<file path="config.mk">
export PLATFORM = sky130hd
export DESIGN_NAME = brad_addr_decoder
export DESIGN_NICKNAME = d
export VERILOG_FILES = /design/src/hdl/brad_window_cmp.v /design/src/hdl/brad_addr_decoder.v
export VERILOG_INCLUDE_DIRS = /design/src /design/src/common
export SDC_FILE = /design/constraint.sdc
export NUM_CORES = 1
export LEC_CHECK = 0
export BUFFER_PORTS_ARGS = -buffer_cell sky130_fd_sc_hd__buf_4
export CORE_ASPECT_RATIO = 0.7
export CORE_UTILIZATION = 50
export CTS_CLUSTER_DIAMETER = 30
export CTS_CLUSTER_SIZE = 25
export DETAILED_ROUTE_END_ITERATION = 10
export PLACE_DENSITY = 0.78
export SLEW_MARGIN = 10
export SYNTH_ARGS = -nofsm -noshare
export SYNTH_HDL_FRONTEND = slang
export SYNTH_HIERARCHICAL = 1
export SYNTH_SLANG_ARGS = --single-unit
</file>
<file path="constraint.sdc">
create_clock -name clock -period 2.45 [get_ports clock]
set_input_delay 0.3675 -clock clock [delete_from_list [all_inputs] [get_ports clock]]
set_output_delay 0.3675 -clock clock [all_outputs]
set_load 0.02 [all_outputs]
</file>
<file path="src/common/brad_defs.vh">
// constants and field layout of the bridge address decoder
// Operation
// - addresses pass unchanged; anything not claimed downstream belongs upstream.
// - with I/O enable clear, primary-side I/O transactions are never forwarded.
// - with master enable clear, secondary-side I/O and memory are ignored.
// - I/O inside window goes downstream; I/O outside window goes upstream.
// - I/O base above limit disables window; all secondary I/O goes upstream.
// - I/O window 4KB grained: base low bits zero, limit low bits FFFh.
// - I/O base low byte: upper nibble holds bits 15:12, lower nibble reads 1h.
// - writable 16-bit register supplies I/O base bits 31:16.
// - I/O limit from low byte (nibble plus 1h) and writable upper 16 bits.
// - after reset I/O base is 0000 0000h and limit 0000 0FFFh.
// - ISA mode affects only in-window I/O addresses with bits 31:16 zero.
// - ISA mode forwards downstream only the low 256 bytes per 1KB block.
// - ISA mode with master enable sends upper 768 bytes per block upstream.
// - memory goes downstream only while memory enable is set.
// - non-prefetchable space prefetches only for read line or read multiple.
// - memory inside MMIO window: primary forwarded down, secondary ignored.
// - memory outside MMIO window: primary ignored, secondary up unless otherwise claimed.
// - MMIO window is 32-bit only with 1MB granularity, up to 4GB.
// - MMIO base/limit carry bits 31:20 in upper 12 bits; low nibble zero.
// - after reset MMIO base is 0000 0000h and limit 000F FFFFh.
// - MMIO base above limit disables the MMIO window.
`ifndef BRAD_DEFS_VH
`define BRAD_DEFS_VH

// configuration byte offsets
`define BRAD_OFF_IO_BASE_LOW 8'h1c
`define BRAD_OFF_IO_LIMIT_LOW 8'h1d
`define BRAD_OFF_MMIO_BASE 8'h20
`define BRAD_OFF_MMIO_LIMIT 8'h22
`define BRAD_OFF_IO_BASE_HIGH 8'h30
`define BRAD_OFF_IO_LIMIT_HIGH 8'h32
// dword holding each offset pair
`define BRAD_DW_IO_LOW 6'h07
`define BRAD_DW_MMIO 6'h08
`define BRAD_DW_IO_HIGH 6'h0c

// field values
`define BRAD_IO_DECODE_32 4'h1
`define BRAD_NIBBLE_ZERO 4'h0
`define BRAD_IO_BASE_FILL 12'h000
`define BRAD_IO_LIMIT_FILL 12'hfff
`define BRAD_MMIO_BASE_FILL 20'h0_0000
`define BRAD_MMIO_LIMIT_FILL 20'hf_ffff
`define BRAD_ISA_HIGH_ZERO 16'h0000
`define BRAD_ISA_LOW_QUARTER 2'h0

// reset values of writable fields
`define BRAD_RST_NIBBLE 4'h0
`define BRAD_RST_UPPER16 16'h0000
`define BRAD_RST_MMIO12 12'h000
`define BRAD_RST_DATA32 32'h0000_0000

// bus commands
`define BRAD_CMD_MEM_READ 4'h6
`define BRAD_CMD_MEM_READ_LINE 4'he
`define BRAD_CMD_MEM_READ_MULT 4'hc

`endif

</file>
<file path="src/hdl/brad_window_cmp.v">
// inclusive base/limit window comparator
module brad_window_cmp #(
    parameter WIDTH = 32
) (
    // address under test
    input wire [WIDTH-1:0] addr,
    // expanded window bounds
    input wire [WIDTH-1:0] base,
    input wire [WIDTH-1:0] limit,
    // result
    output wire hit
);

    // base above limit turns the window off entirely
    assign hit = (base <= limit) && (addr >= base) && (addr <= limit);

endmodule // brad_window_cmp

</file>
<file path="src/hdl/brad_addr_decoder.v">
// address decoder of the bridge: window registers and forwarding decisions
`include "brad_defs.vh"

module brad_addr_decoder #(
    parameter ADDR_WIDTH = 32
) (
    // clock and reset
    input wire clock,
    input wire rst_n,
    // configuration space access
    input wire cfgWrite,
    input wire cfgRead,
    input wire [7:0] cfgAddr,
    input wire [3:0] cfgByteEn,
    input wire [31:0] cfgWriteData,
    output reg [31:0] cfgReadData,
    output reg cfgReadValid,
    // command and bridge control bits
    input wire ioEnable,
    input wire memEnable,
    input wire masterEnable,
    input wire isaEnable,
    // claims made by decode logic outside this block
    input wire prefetchHit,
    input wire vgaClaim,
    // primary-side transaction
    input wire priValid,
    input wire priIsIo,
    input wire [3:0] priCmd,
    input wire [ADDR_WIDTH-1:0] priAddr,
    // primary-side decision
    output reg priDone,
    output reg priForwardDown,
    output reg priPrefetchOk,
    output reg priSingleData,
    output reg [ADDR_WIDTH-1:0] priAddrOut,
    // secondary-side transaction
    input wire secValid,
    input wire secIsIo,
    input wire [ADDR_WIDTH-1:0] secAddr,
    // secondary-side decision
    output reg secDone,
    output reg secForwardUp,
    output reg [ADDR_WIDTH-1:0] secAddrOut
);

    // config writes reach the decode on the next cycle; moving a window while
    // traffic flows mixes old and new decisions, so software must program the
    // windows before raising the enables and touch them later only when idle

    // writable window fields
    reg [3:0] ioBaseNibble;
    reg [3:0] ioLimitNibble;
    reg [15:0] ioBaseUpper;
    reg [15:0] ioLimitUpper;
    reg [11:0] mmioBaseField;
    reg [11:0] mmioLimitField;

    // decode of the configuration dword
    wire [5:0] cfgDword;
    wire selIoLow;
    wire selMmio;
    wire selIoHigh;

    // expanded window bounds
    wire [31:0] ioBaseFull;
    wire [31:0] ioLimitFull;
    wire [31:0] mmioBaseFull;
    wire [31:0] mmioLimitFull;

    // raw window hits
    wire priIoHit;
    wire secIoHit;
    wire priMmioHit;
    wire secMmioHit;

    // ISA aliasing and next decisions
    wire priIsaBlocked;
    wire secIsaBlocked;
    reg next_priForwardDown;
    reg next_priPrefetchOk;
    reg next_priSingleData;
    reg next_secForwardUp;
    reg [31:0] next_cfgReadData;

    // per-lane write strobes
    wire wrIoBaseLow;
    wire wrIoLimitLow;
    wire wrMmioBaseLow;
    wire wrMmioBaseHigh;
    wire wrMmioLimitLow;
    wire wrMmioLimitHigh;
    wire wrIoBaseUpperLow;
    wire wrIoBaseUpperHigh;
    wire wrIoLimitUpperLow;
    wire wrIoLimitUpperHigh;

    // readable views with the fixed bits merged in
    wire [7:0] ioBaseLowView;
    wire [7:0] ioLimitLowView;
    wire [15:0] mmioBaseView;
    wire [15:0] mmioLimitView;

    // side decisions before valid and enable gating
    wire priIoClaim;
    wire priMemClaim;
    wire priBurstRead;
    wire priPlainRead;
    wire secIoUp;
    wire secOtherClaim;
    wire secMemUp;

    // which register dword the access names
    assign cfgDword = cfgAddr[7:2];
    assign selIoLow = (cfgDword == `BRAD_DW_IO_LOW);
    assign selMmio = (cfgDword == `BRAD_DW_MMIO);
    assign selIoHigh = (cfgDword == `BRAD_DW_IO_HIGH);

    // one strobe per byte lane; a lane left disabled keeps its old value
    assign wrIoBaseLow = cfgWrite && selIoLow && cfgByteEn[0];
    assign wrIoLimitLow = cfgWrite && selIoLow && cfgByteEn[1];
    assign wrMmioBaseLow = cfgWrite && selMmio && cfgByteEn[0];
    assign wrMmioBaseHigh = cfgWrite && selMmio && cfgByteEn[1];
    assign wrMmioLimitLow = cfgWrite && selMmio && cfgByteEn[2];
    assign wrMmioLimitHigh = cfgWrite && selMmio && cfgByteEn[3];
    assign wrIoBaseUpperLow = cfgWrite && selIoHigh && cfgByteEn[0];
    assign wrIoBaseUpperHigh = cfgWrite && selIoHigh && cfgByteEn[1];
    assign wrIoLimitUpperLow = cfgWrite && selIoHigh && cfgByteEn[2];
    assign wrIoLimitUpperHigh = cfgWrite && selIoHigh && cfgByteEn[3];

    // I/O low bytes; the read-only nibbles are simply not stored
    always @(posedge clock) begin
        if (!rst_n) begin
            ioBaseNibble <= `BRAD_RST_NIBBLE;
            ioLimitNibble <= `BRAD_RST_NIBBLE;
        end else begin
            if (wrIoBaseLow) begin
                ioBaseNibble <= cfgWriteData[7:4];
            end
            if (wrIoLimitLow) begin
                ioLimitNibble <= cfgWriteData[15:12];
            end
        end
    end

    // memory-mapped I/O bounds; the low nibble of each half is hardwired zero
    always @(posedge clock) begin
        if (!rst_n) begin
            mmioBaseField <= `BRAD_RST_MMIO12;
            mmioLimitField <= `BRAD_RST_MMIO12;
        end else begin
            if (wrMmioBaseLow) begin
                mmioBaseField[3:0] <= cfgWriteData[7:4];
            end
            if (wrMmioBaseHigh) begin
                mmioBaseField[11:4] <= cfgWriteData[15:8];
            end
            if (wrMmioLimitLow) begin
                mmioLimitField[3:0] <= cfgWriteData[23:20];
            end
            if (wrMmioLimitHigh) begin
                mmioLimitField[11:4] <= cfgWriteData[31:24];
            end
        end
    end

    // upper I/O address halves, fully writable per byte
    always @(posedge clock) begin
        if (!rst_n) begin
            ioBaseUpper <= `BRAD_RST_UPPER16;
            ioLimitUpper <= `BRAD_RST_UPPER16;
        end else begin
            if (wrIoBaseUpperLow) begin
                ioBaseUpper[7:0] <= cfgWriteData[7:0];
            end
            if (wrIoBaseUpperHigh) begin
                ioBaseUpper[15:8] <= cfgWriteData[15:8];
            end
            if (wrIoLimitUpperLow) begin
                ioLimitUpper[7:0] <= cfgWriteData[23:16];
            end
            if (wrIoLimitUpperHigh) begin
                ioLimitUpper[15:8] <= cfgWriteData[31:24];
            end
        end
    end

    // fixed bits merged into each readable field
    assign ioBaseLowView = {ioBaseNibble, `BRAD_IO_DECODE_32};
    assign ioLimitLowView = {ioLimitNibble, `BRAD_IO_DECODE_32};
    assign mmioBaseView = {mmioBaseField, `BRAD_NIBBLE_ZERO};
    assign mmioLimitView = {mmioLimitField, `BRAD_NIBBLE_ZERO};

    // read data; unmapped dwords read zero, lanes are returned whole
    always @* begin
        next_cfgReadData = `BRAD_RST_DATA32;
        if (selIoLow) begin
            next_cfgReadData[7:0] = ioBaseLowView;
            next_cfgReadData[15:8] = ioLimitLowView;
        end else if (selMmio) begin
            next_cfgReadData[15:0] = mmioBaseView;
            next_cfgReadData[31:16] = mmioLimitView;
        end else if (selIoHigh) begin
            next_cfgReadData[15:0] = ioBaseUpper;
            next_cfgReadData[31:16] = ioLimitUpper;
        end
    end

    // read strobe echoed one cycle later as the answer
    always @(posedge clock) begin
        if (!rst_n) begin
            cfgReadValid <= 1'b0;
        end else begin
            cfgReadValid <= cfgRead;
        end
    end

    // data caught only on reads and held; a same-cycle write is not yet seen
    always @(posedge clock) begin
        if (!rst_n) begin
            cfgReadData <= `BRAD_RST_DATA32;
        end else if (cfgRead) begin
            cfgReadData <= next_cfgReadData;
        end
    end

    // window bounds with implied low bits, 4KB for I/O and 1MB for memory
    assign ioBaseFull = {ioBaseUpper, ioBaseNibble, `BRAD_IO_BASE_FILL};
    assign ioLimitFull = {ioLimitUpper, ioLimitNibble, `BRAD_IO_LIMIT_FILL};
    assign mmioBaseFull = {mmioBaseField, `BRAD_MMIO_BASE_FILL};
    assign mmioLimitFull = {mmioLimitField, `BRAD_MMIO_LIMIT_FILL};

    // one comparator per side and window so both sides decode in the same clock
    brad_window_cmp #(
        .WIDTH(32)
    ) u_pri_io (
        .addr(priAddr[31:0]),
        .base(ioBaseFull),
        .limit(ioLimitFull),
        .hit(priIoHit)
    );

    brad_window_cmp #(
        .WIDTH(32)
    ) u_sec_io (
        .addr(secAddr[31:0]),
        .base(ioBaseFull),
        .limit(ioLimitFull),
        .hit(secIoHit)
    );

    brad_window_cmp #(
        .WIDTH(32)
    ) u_pri_mmio (
        .addr(priAddr[31:0]),
        .base(mmioBaseFull),
        .limit(mmioLimitFull),
        .hit(priMmioHit)
    );

    brad_window_cmp #(
        .WIDTH(32)
    ) u_sec_mmio (
        .addr(secAddr[31:0]),
        .base(mmioBaseFull),
        .limit(mmioLimitFull),
        .hit(secMmioHit)
    );

    // ISA aliasing: below 64KB, top 768 bytes of each 1KB block stay upstream
    assign priIsaBlocked = isaEnable && (priAddr[31:16] == `BRAD_ISA_HIGH_ZERO)
        && (priAddr[9:8] != `BRAD_ISA_LOW_QUARTER);
    assign secIsaBlocked = isaEnable && (secAddr[31:16] == `BRAD_ISA_HIGH_ZERO)
        && (secAddr[9:8] != `BRAD_ISA_LOW_QUARTER);

    // primary claims before valid and enable gating
    assign priIoClaim = priIoHit && !priIsaBlocked;
    assign priMemClaim = priMmioHit;
    // burst reads may prefetch; a plain read gets one data phase
    assign priBurstRead = (priCmd == `BRAD_CMD_MEM_READ_LINE) || (priCmd == `BRAD_CMD_MEM_READ_MULT);
    assign priPlainRead = (priCmd == `BRAD_CMD_MEM_READ);

    // secondary: no gaps, so whatever is not owned below goes up
    assign secIoUp = !secIoHit || secIsaBlocked;
    // memory owned by the prefetchable window or VGA decode stays below
    assign secOtherClaim = prefetchHit || vgaClaim;
    assign secMemUp = !secMmioHit && !secOtherClaim;

    // primary side: only window hits are claimed, everything else ignored
    always @* begin
        next_priForwardDown = 1'b0;
        next_priPrefetchOk = 1'b0;
        next_priSingleData = 1'b0;
        if (priValid) begin
            if (priIsIo) begin
                // disabled window never hits, so nothing goes down
                next_priForwardDown = ioEnable && priIoClaim;
            end else begin
                next_priForwardDown = memEnable && priMemClaim;
                next_priPrefetchOk = memEnable && priMemClaim && priBurstRead;
                next_priSingleData = memEnable && priMemClaim && priPlainRead;
            end
        end
    end

    // secondary side: anything not owned downstream goes up, master enable gating
    always @* begin
        next_secForwardUp = 1'b0;
        if (secValid && masterEnable) begin
            if (secIsIo) begin
                // in-window I/O stays below unless ISA aliasing returns it
                next_secForwardUp = secIoUp;
            end else begin
                // memory claimed by another window stays below
                next_secForwardUp = secMemUp;
            end
        end
    end

    // primary decisions registered, one cycle after the request
    always @(posedge clock) begin
        if (!rst_n) begin
            priDone <= 1'b0;
            priForwardDown <= 1'b0;
            priPrefetchOk <= 1'b0;
            priSingleData <= 1'b0;
            priAddrOut <= {ADDR_WIDTH{1'b0}};
        end else begin
            priDone <= priValid;
            priForwardDown <= next_priForwardDown;
            priPrefetchOk <= next_priPrefetchOk;
            priSingleData <= next_priSingleData;
            // address crosses untranslated and is held until the next request
            if (priValid) begin
                priAddrOut <= priAddr;
            end
        end
    end

    // secondary decisions registered in the same clock as the primary ones
    always @(posedge clock) begin
        if (!rst_n) begin
            secDone <= 1'b0;
            secForwardUp <= 1'b0;
            secAddrOut <= {ADDR_WIDTH{1'b0}};
        end else begin
            secDone <= secValid;
            secForwardUp <= next_secForwardUp;
            if (secValid) begin
                secAddrOut <= secAddr;
            end
        end
    end

endmodule // brad_addr_decoder

</file>
After elaboration in Yosys (flattened, before gate mapping)
Index checks and enable logic that the tools add are counted.
- logic and storage cells: 90
- input port bits: 126
- output and inout port bits: 103
- bits in registers: 167
- $lt $le $gt $ge: 10
- eq/ne operators: 6
- reduce and logical (&&, ||, !) cells: 46
- mux-type cells: 6
- bitwise gates (word level): 2
- operator list (cell ; number):
    32-bit less-or-equal comparator ; 6
    32-bit greater-or-equal comparator ; 4
    32-bit 2-to-1 mux ; 2
    1-bit logical AND ; 32
    16-bit logical NOT ; 2
    16-bit 2-to-1 mux ; 2
    6-bit by 4-bit == test with 1-bit output, second input constant ; 2
    4-bit == test, second input constant ; 2
    6-bit by 3-bit == test with 1-bit output, second input constant ; 1
    4-bit by 3-bit == test with 1-bit output, second input constant ; 1
    1-bit logical NOT ; 4
    2-bit AND reduction ; 2
    2-bit nonzero test ; 2
    1-bit logical OR ; 3
    3-bit OR reduction ; 1
    1-bit 2-to-1 mux ; 2
    1-bit NOT ; 2

Longest topological paths before layout
- depth in word-level cells: 7
- gate-level depth with buffers: 11
- depth with buffers taken out: 11

Hierarchy
The synthesis kept the hierarchy.
- modules (own cells, without submodules) (module ; seq. area each (µm²) ; cells an instance ; area an instance (µm²) ; instances):
    brad_window_cmp ; 0.0 ; 307 ; 2353.5 ; 4
    brad_addr_decoder ; 3343.2 ; 657 ; 6581.3 ; 1

Worst setup path after synthesis
OpenSTA, ideal clock, no wires.
- path kind: register to register
- start point: reg mmioLimitField[9]
- end point: reg priSingleData
- arrival time: 2102 ps
- clock period less this slack: 2162 ps
- cell stages (with the launch flop): 12
- slack: 288 ps
- setup time: 60 ps
- data required time: 2390 ps
- buffers on the path: 0
- cell sequence: dfxtp_1 inv_1 ha_1 a21o_1 a21o_1 a221oi_1 a22o_1 o31ai_1 nor4_2 nand4b_1 nor3b_1 and3b_1
- word-level cells in the longest chain between the ends: 5
- elaborated cells between the ends (all ways): 6
- classes of those cells: order compare (2); reduce/logical (4)
- RTL lines (element ; line ; source):
    start: declaration ; brad_addr_decoder.v:57 ; reg [11:0] mmioLimitField;
    start signal: assignment ; brad_addr_decoder.v:150 ; mmioLimitField <= `BRAD_RST_MMIO12;
    start signal: assignment ; brad_addr_decoder.v:162 ; mmioLimitField[11:4] <= cfgWriteData[31:24];
    32-bit less-or-equal comparator ; brad_window_cmp.v:15 ; assign hit = (base <= limit) && (addr >= base) && (addr <= limit);
    1-bit logical AND ; brad_window_cmp.v:15 ;
    1-bit logical AND * ; brad_window_cmp.v:15 ;
    net priMemClaim ; brad_addr_decoder.v:106 ; wire priMemClaim;
    1-bit logical AND * (2 in series) ; brad_addr_decoder.v:301 ; next_priSingleData = memEnable && priMemClaim && priPlainRead;
    end signal: assignment ; brad_addr_decoder.v:332 ; priSingleData <= next_priSingleData;
    end: declaration ; brad_addr_decoder.v:35 ; output reg priSingleData,
Mark *: on every way through the listed nets, which the timed path passes. The rest lies on a longest branch.
A chain may end at the register's enable or synchronous reset.

Worst setup path in the final report
- start point: reg mmioLimitField[6]
- end point: reg priSingleData
The elaborated chain is that of the path after synthesis.

==> reports/results.tsv <==
metric	value	unit
Crit. Startpoint	mmioLimitField[6]$_SDFFE_PN0P_	
Synth Register Bits	167	
number of global-route vias before repair	14933	
WP depth	11	
CTS root buffer	clkbuf_16	
top cells by count, synth	ha_1, inv_1, dfxtp_1	
Site Rows	54	
WP data required	2850	ps
Worst slew margin	0.499	
worst-path fanout max	4	
Die Wd	216	um
DPL Wire Length	41.4	mm
share of the yosys chip area belonging to registers	0.209	
Logic pwr share	0.268	
final instance area	20700	um2
largest area contributor in the netlist	ha_1	
antenna violations before repair	1	
I/O pin total	229	
Final GP Congestion	0.968	
Antenna Diode Count	0	
post-route setup TNS	0	ps
ys flop type	dfxtp_1	
top cell type's share of synthesized area	0.300	
Initial Util	0.511	
sequential share of power	0.367	
R2R cell count	11	
DR pass1 iterations	6	
Synth Cell Area	16000	um2
Max-cap violations	0	
Antenna Violating Nets Remaining	0	
H-tree depth	4	
clock transition at the registers of the reported paths	70	ps
clock share of power	0.364	
crit path to	priSingleData$_SDFF_PP0_	
clock skew	7.87	ps
Slew @ Worst Pin	744	ps
1st-iter DRT viols	1114	
Switching Fraction	0.321	
Max VDD drop	387	uV
R2R Setup Slk	10	ps
gr ovfl total	0	
Placed Instance Area	19600	um2
yosys warns	6	
RSZ-0062 raised after global routing	true	
# port buffers	226	
largest net degree at the start of global routing	91	
CP Launch Type	flip-flop	
fill count	2517	
most numerous cell in the Yosys netlist	ha_1	
nets	2903	
layout cells sized above 1	0.218	
top cells by area, synth	ha_1, dfxtp_1, inv_1	
Hold WC Path Type	in2reg	
DR vias	15539	
setup slack at placement	-225	ps
shortest period the worst path allows	2440	ps
reg2reg end	priSingleData$_SDFF_PP0_	
CP peak stage delay	400	ps
vias per inst	5.50	
Avg Inst Size Synth	8.49	um2
per-cell routed wire length	18.2	um
worst path bufs/invs	1	
period utilization	0.996	
Tot GR Track Use	0.307	
first-pass GRT wire length	78.4	mm
Pleak	10.1	nW
hold buffer count at cts	0	
detailed-route wire length	51.4	mm
slowest CP cell	dfxtp_4	
Mapped Cells	1885	
status	finished clean	
DRC Markers	0	
max-slew violation count	0	
CTS Buf Count	17	
Psw	0.00246	W
Worst path top cell family by delay	simple AND/OR/NAND/NOR gates	
Fmax	410	MHz
core footprint	31300	um2
Syn-to-layout area delta	29.7	%
crit-path cells	inv_1, ha_1, nand2_1, o21ai_1, a221oi_2, a22o_1, o31ai_2, nor4_2, nand4b_1, nor3b_2, and3b_1	
Longest Clk Path Bufs	2	
Post-synth EDFFs	0	
CP arrival	2840	ps
CP Capture Type	flip-flop	
Yosys cell types	62	
Die ar.	32700	um2
clk sink count	167	
Die Y	152	um
Int Power	0.00519	W
clock latency on the worst-skew pair	460	ps
power per cell area	369	nW/um2
Setup violations, final	0	
kind of critical path	reg2reg	
endpoints failing hold	0	
asr flop ratio synth	0	
worst setup margin	11.0	ps
CTS tree	built	
worst r2r src	mmioLimitField[6]$_SDFFE_PN0P_	
-- sequential cells by signal, indices dropped and copies added, names as in the netlist --
| signal | cells |
|---|---|
| cfgReadValid | 1 |
| mmioBaseField | 12 |
| secForwardUp | 1 |
| ioBaseNibble | 4 |
| secDone | 1 |
| secAddrOut | 32 |
| priForwardDown | 1 |
| cfgReadData | 32 |
| priPrefetchOk | 1 |
| priSingleData | 1 |
| ioLimitUpper | 16 |
| priDone | 1 |
| priAddrOut | 32 |
| mmioLimitField | 12 |
| ioBaseUpper | 16 |
| ioLimitNibble | 4 |
-- area by class of cell --
class / count / area [um2] / area share
multi-input cells: 1592 / 12600 / 0.609
clock buffers: 18 / 429 / 0.0207
repair buffers: 340 / 2580 / 0.124
clock inverters: 12 / 143 / 0.00688
well taps: 420 / 526 / 0.0253
flip-flops and latches: 167 / 3410 / 0.164
inverters: 275 / 1030 / 0.0499
-- layer usage --
metal / wire length (um) / global-route usage
met3: 3210 / 0.0487
met1: 23500 / 0.410
met2: 23400 / 0.508
met4: 1340 / 0.0940
met5: 0 / 0
-- how the worst min path moves through the flow --
| stage | start | cells past startpoint | endpoint | slack [ps] |
|---|---|---|---|---|
| floorplan | ioLimitNibble[0]$_SDFFE_PN0P_ | 2 | ioLimitNibble[0]$_SDFFE_PN0P_ | 460 |
| global placement | cfgReadData[31]$_SDFFE_PN0P_ | 2 | cfgReadData[31]$_SDFFE_PN0P_ | 470 |
| detailed placement | cfgReadData[19]$_SDFFE_PN0P_ | 1 | cfgReadData[19]$_SDFFE_PN0P_ | 470 |
| CTS | priCmd[3] | 2 | priPrefetchOk$_SDFF_PP0_ | 100 |
| global route | priCmd[3] | 2 | priPrefetchOk$_SDFF_PP0_ | 120 |
| finish | priCmd[3] | 2 | priPrefetchOk$_SDFF_PP0_ | 120 |
-- repair_timing --
action,4_1_cts,5_1_grt
setup buffers,0,4
endpoints found under the setup margin,4,4
pin swaps,2,31
resized for setup,11,117
-- cells in the final DEF (no fill, tap or decap), types with 79 or more instances in the layout --
master	instances
mux2i_1	79
dfxtp_1	137
inv_1	266
ha_1	365
o21ai_0	104
a21oi_1	117
nand4_1	91
conb_1	196
buf_4	336
nand3_1	101
nor2b_1	85
nand2_1	91
-- logic make-up after synthesis --
kind of cell / synth area share
fa+ha+maj: 0.300
compound gates: 0.165
other cells: 0.000470
buf+inv: 0.0770
simple gates: 0.187
flops: 0.209
mux: 0.0614
-- through the flow --
step / cells / utilization / power (W) / hold slack [ps]
after CTS: 2820 / 0.645 / 0.00753 / 103
after detailed placement: 2790 / 0.626 / 0.00475 / 470
after floorplan: 2079 / - / 0.00406 / 460
after global placement: 2790 / 0.626 / 0.00468 / 470
final: 2824 / 0.663 / 0.00765 / 118
after global routing: 2824 / 0.663 / 0.00803 / 121
-- power by group through the flow --
stage / registers (W) / logic [W] / clock network [W]
final: 0.00281 / 0.00205 / 0.00279
after global routing: 0.00282 / 0.00227 / 0.00294
after CTS: 0.00282 / 0.00188 / 0.00282
after detailed placement: 0.00288 / 0.00187 / 0
after global placement: 0.00288 / 0.00179 / 0
after floorplan: 0.00296 / 0.00110 / 0
(Power assumes the default switching activity.)
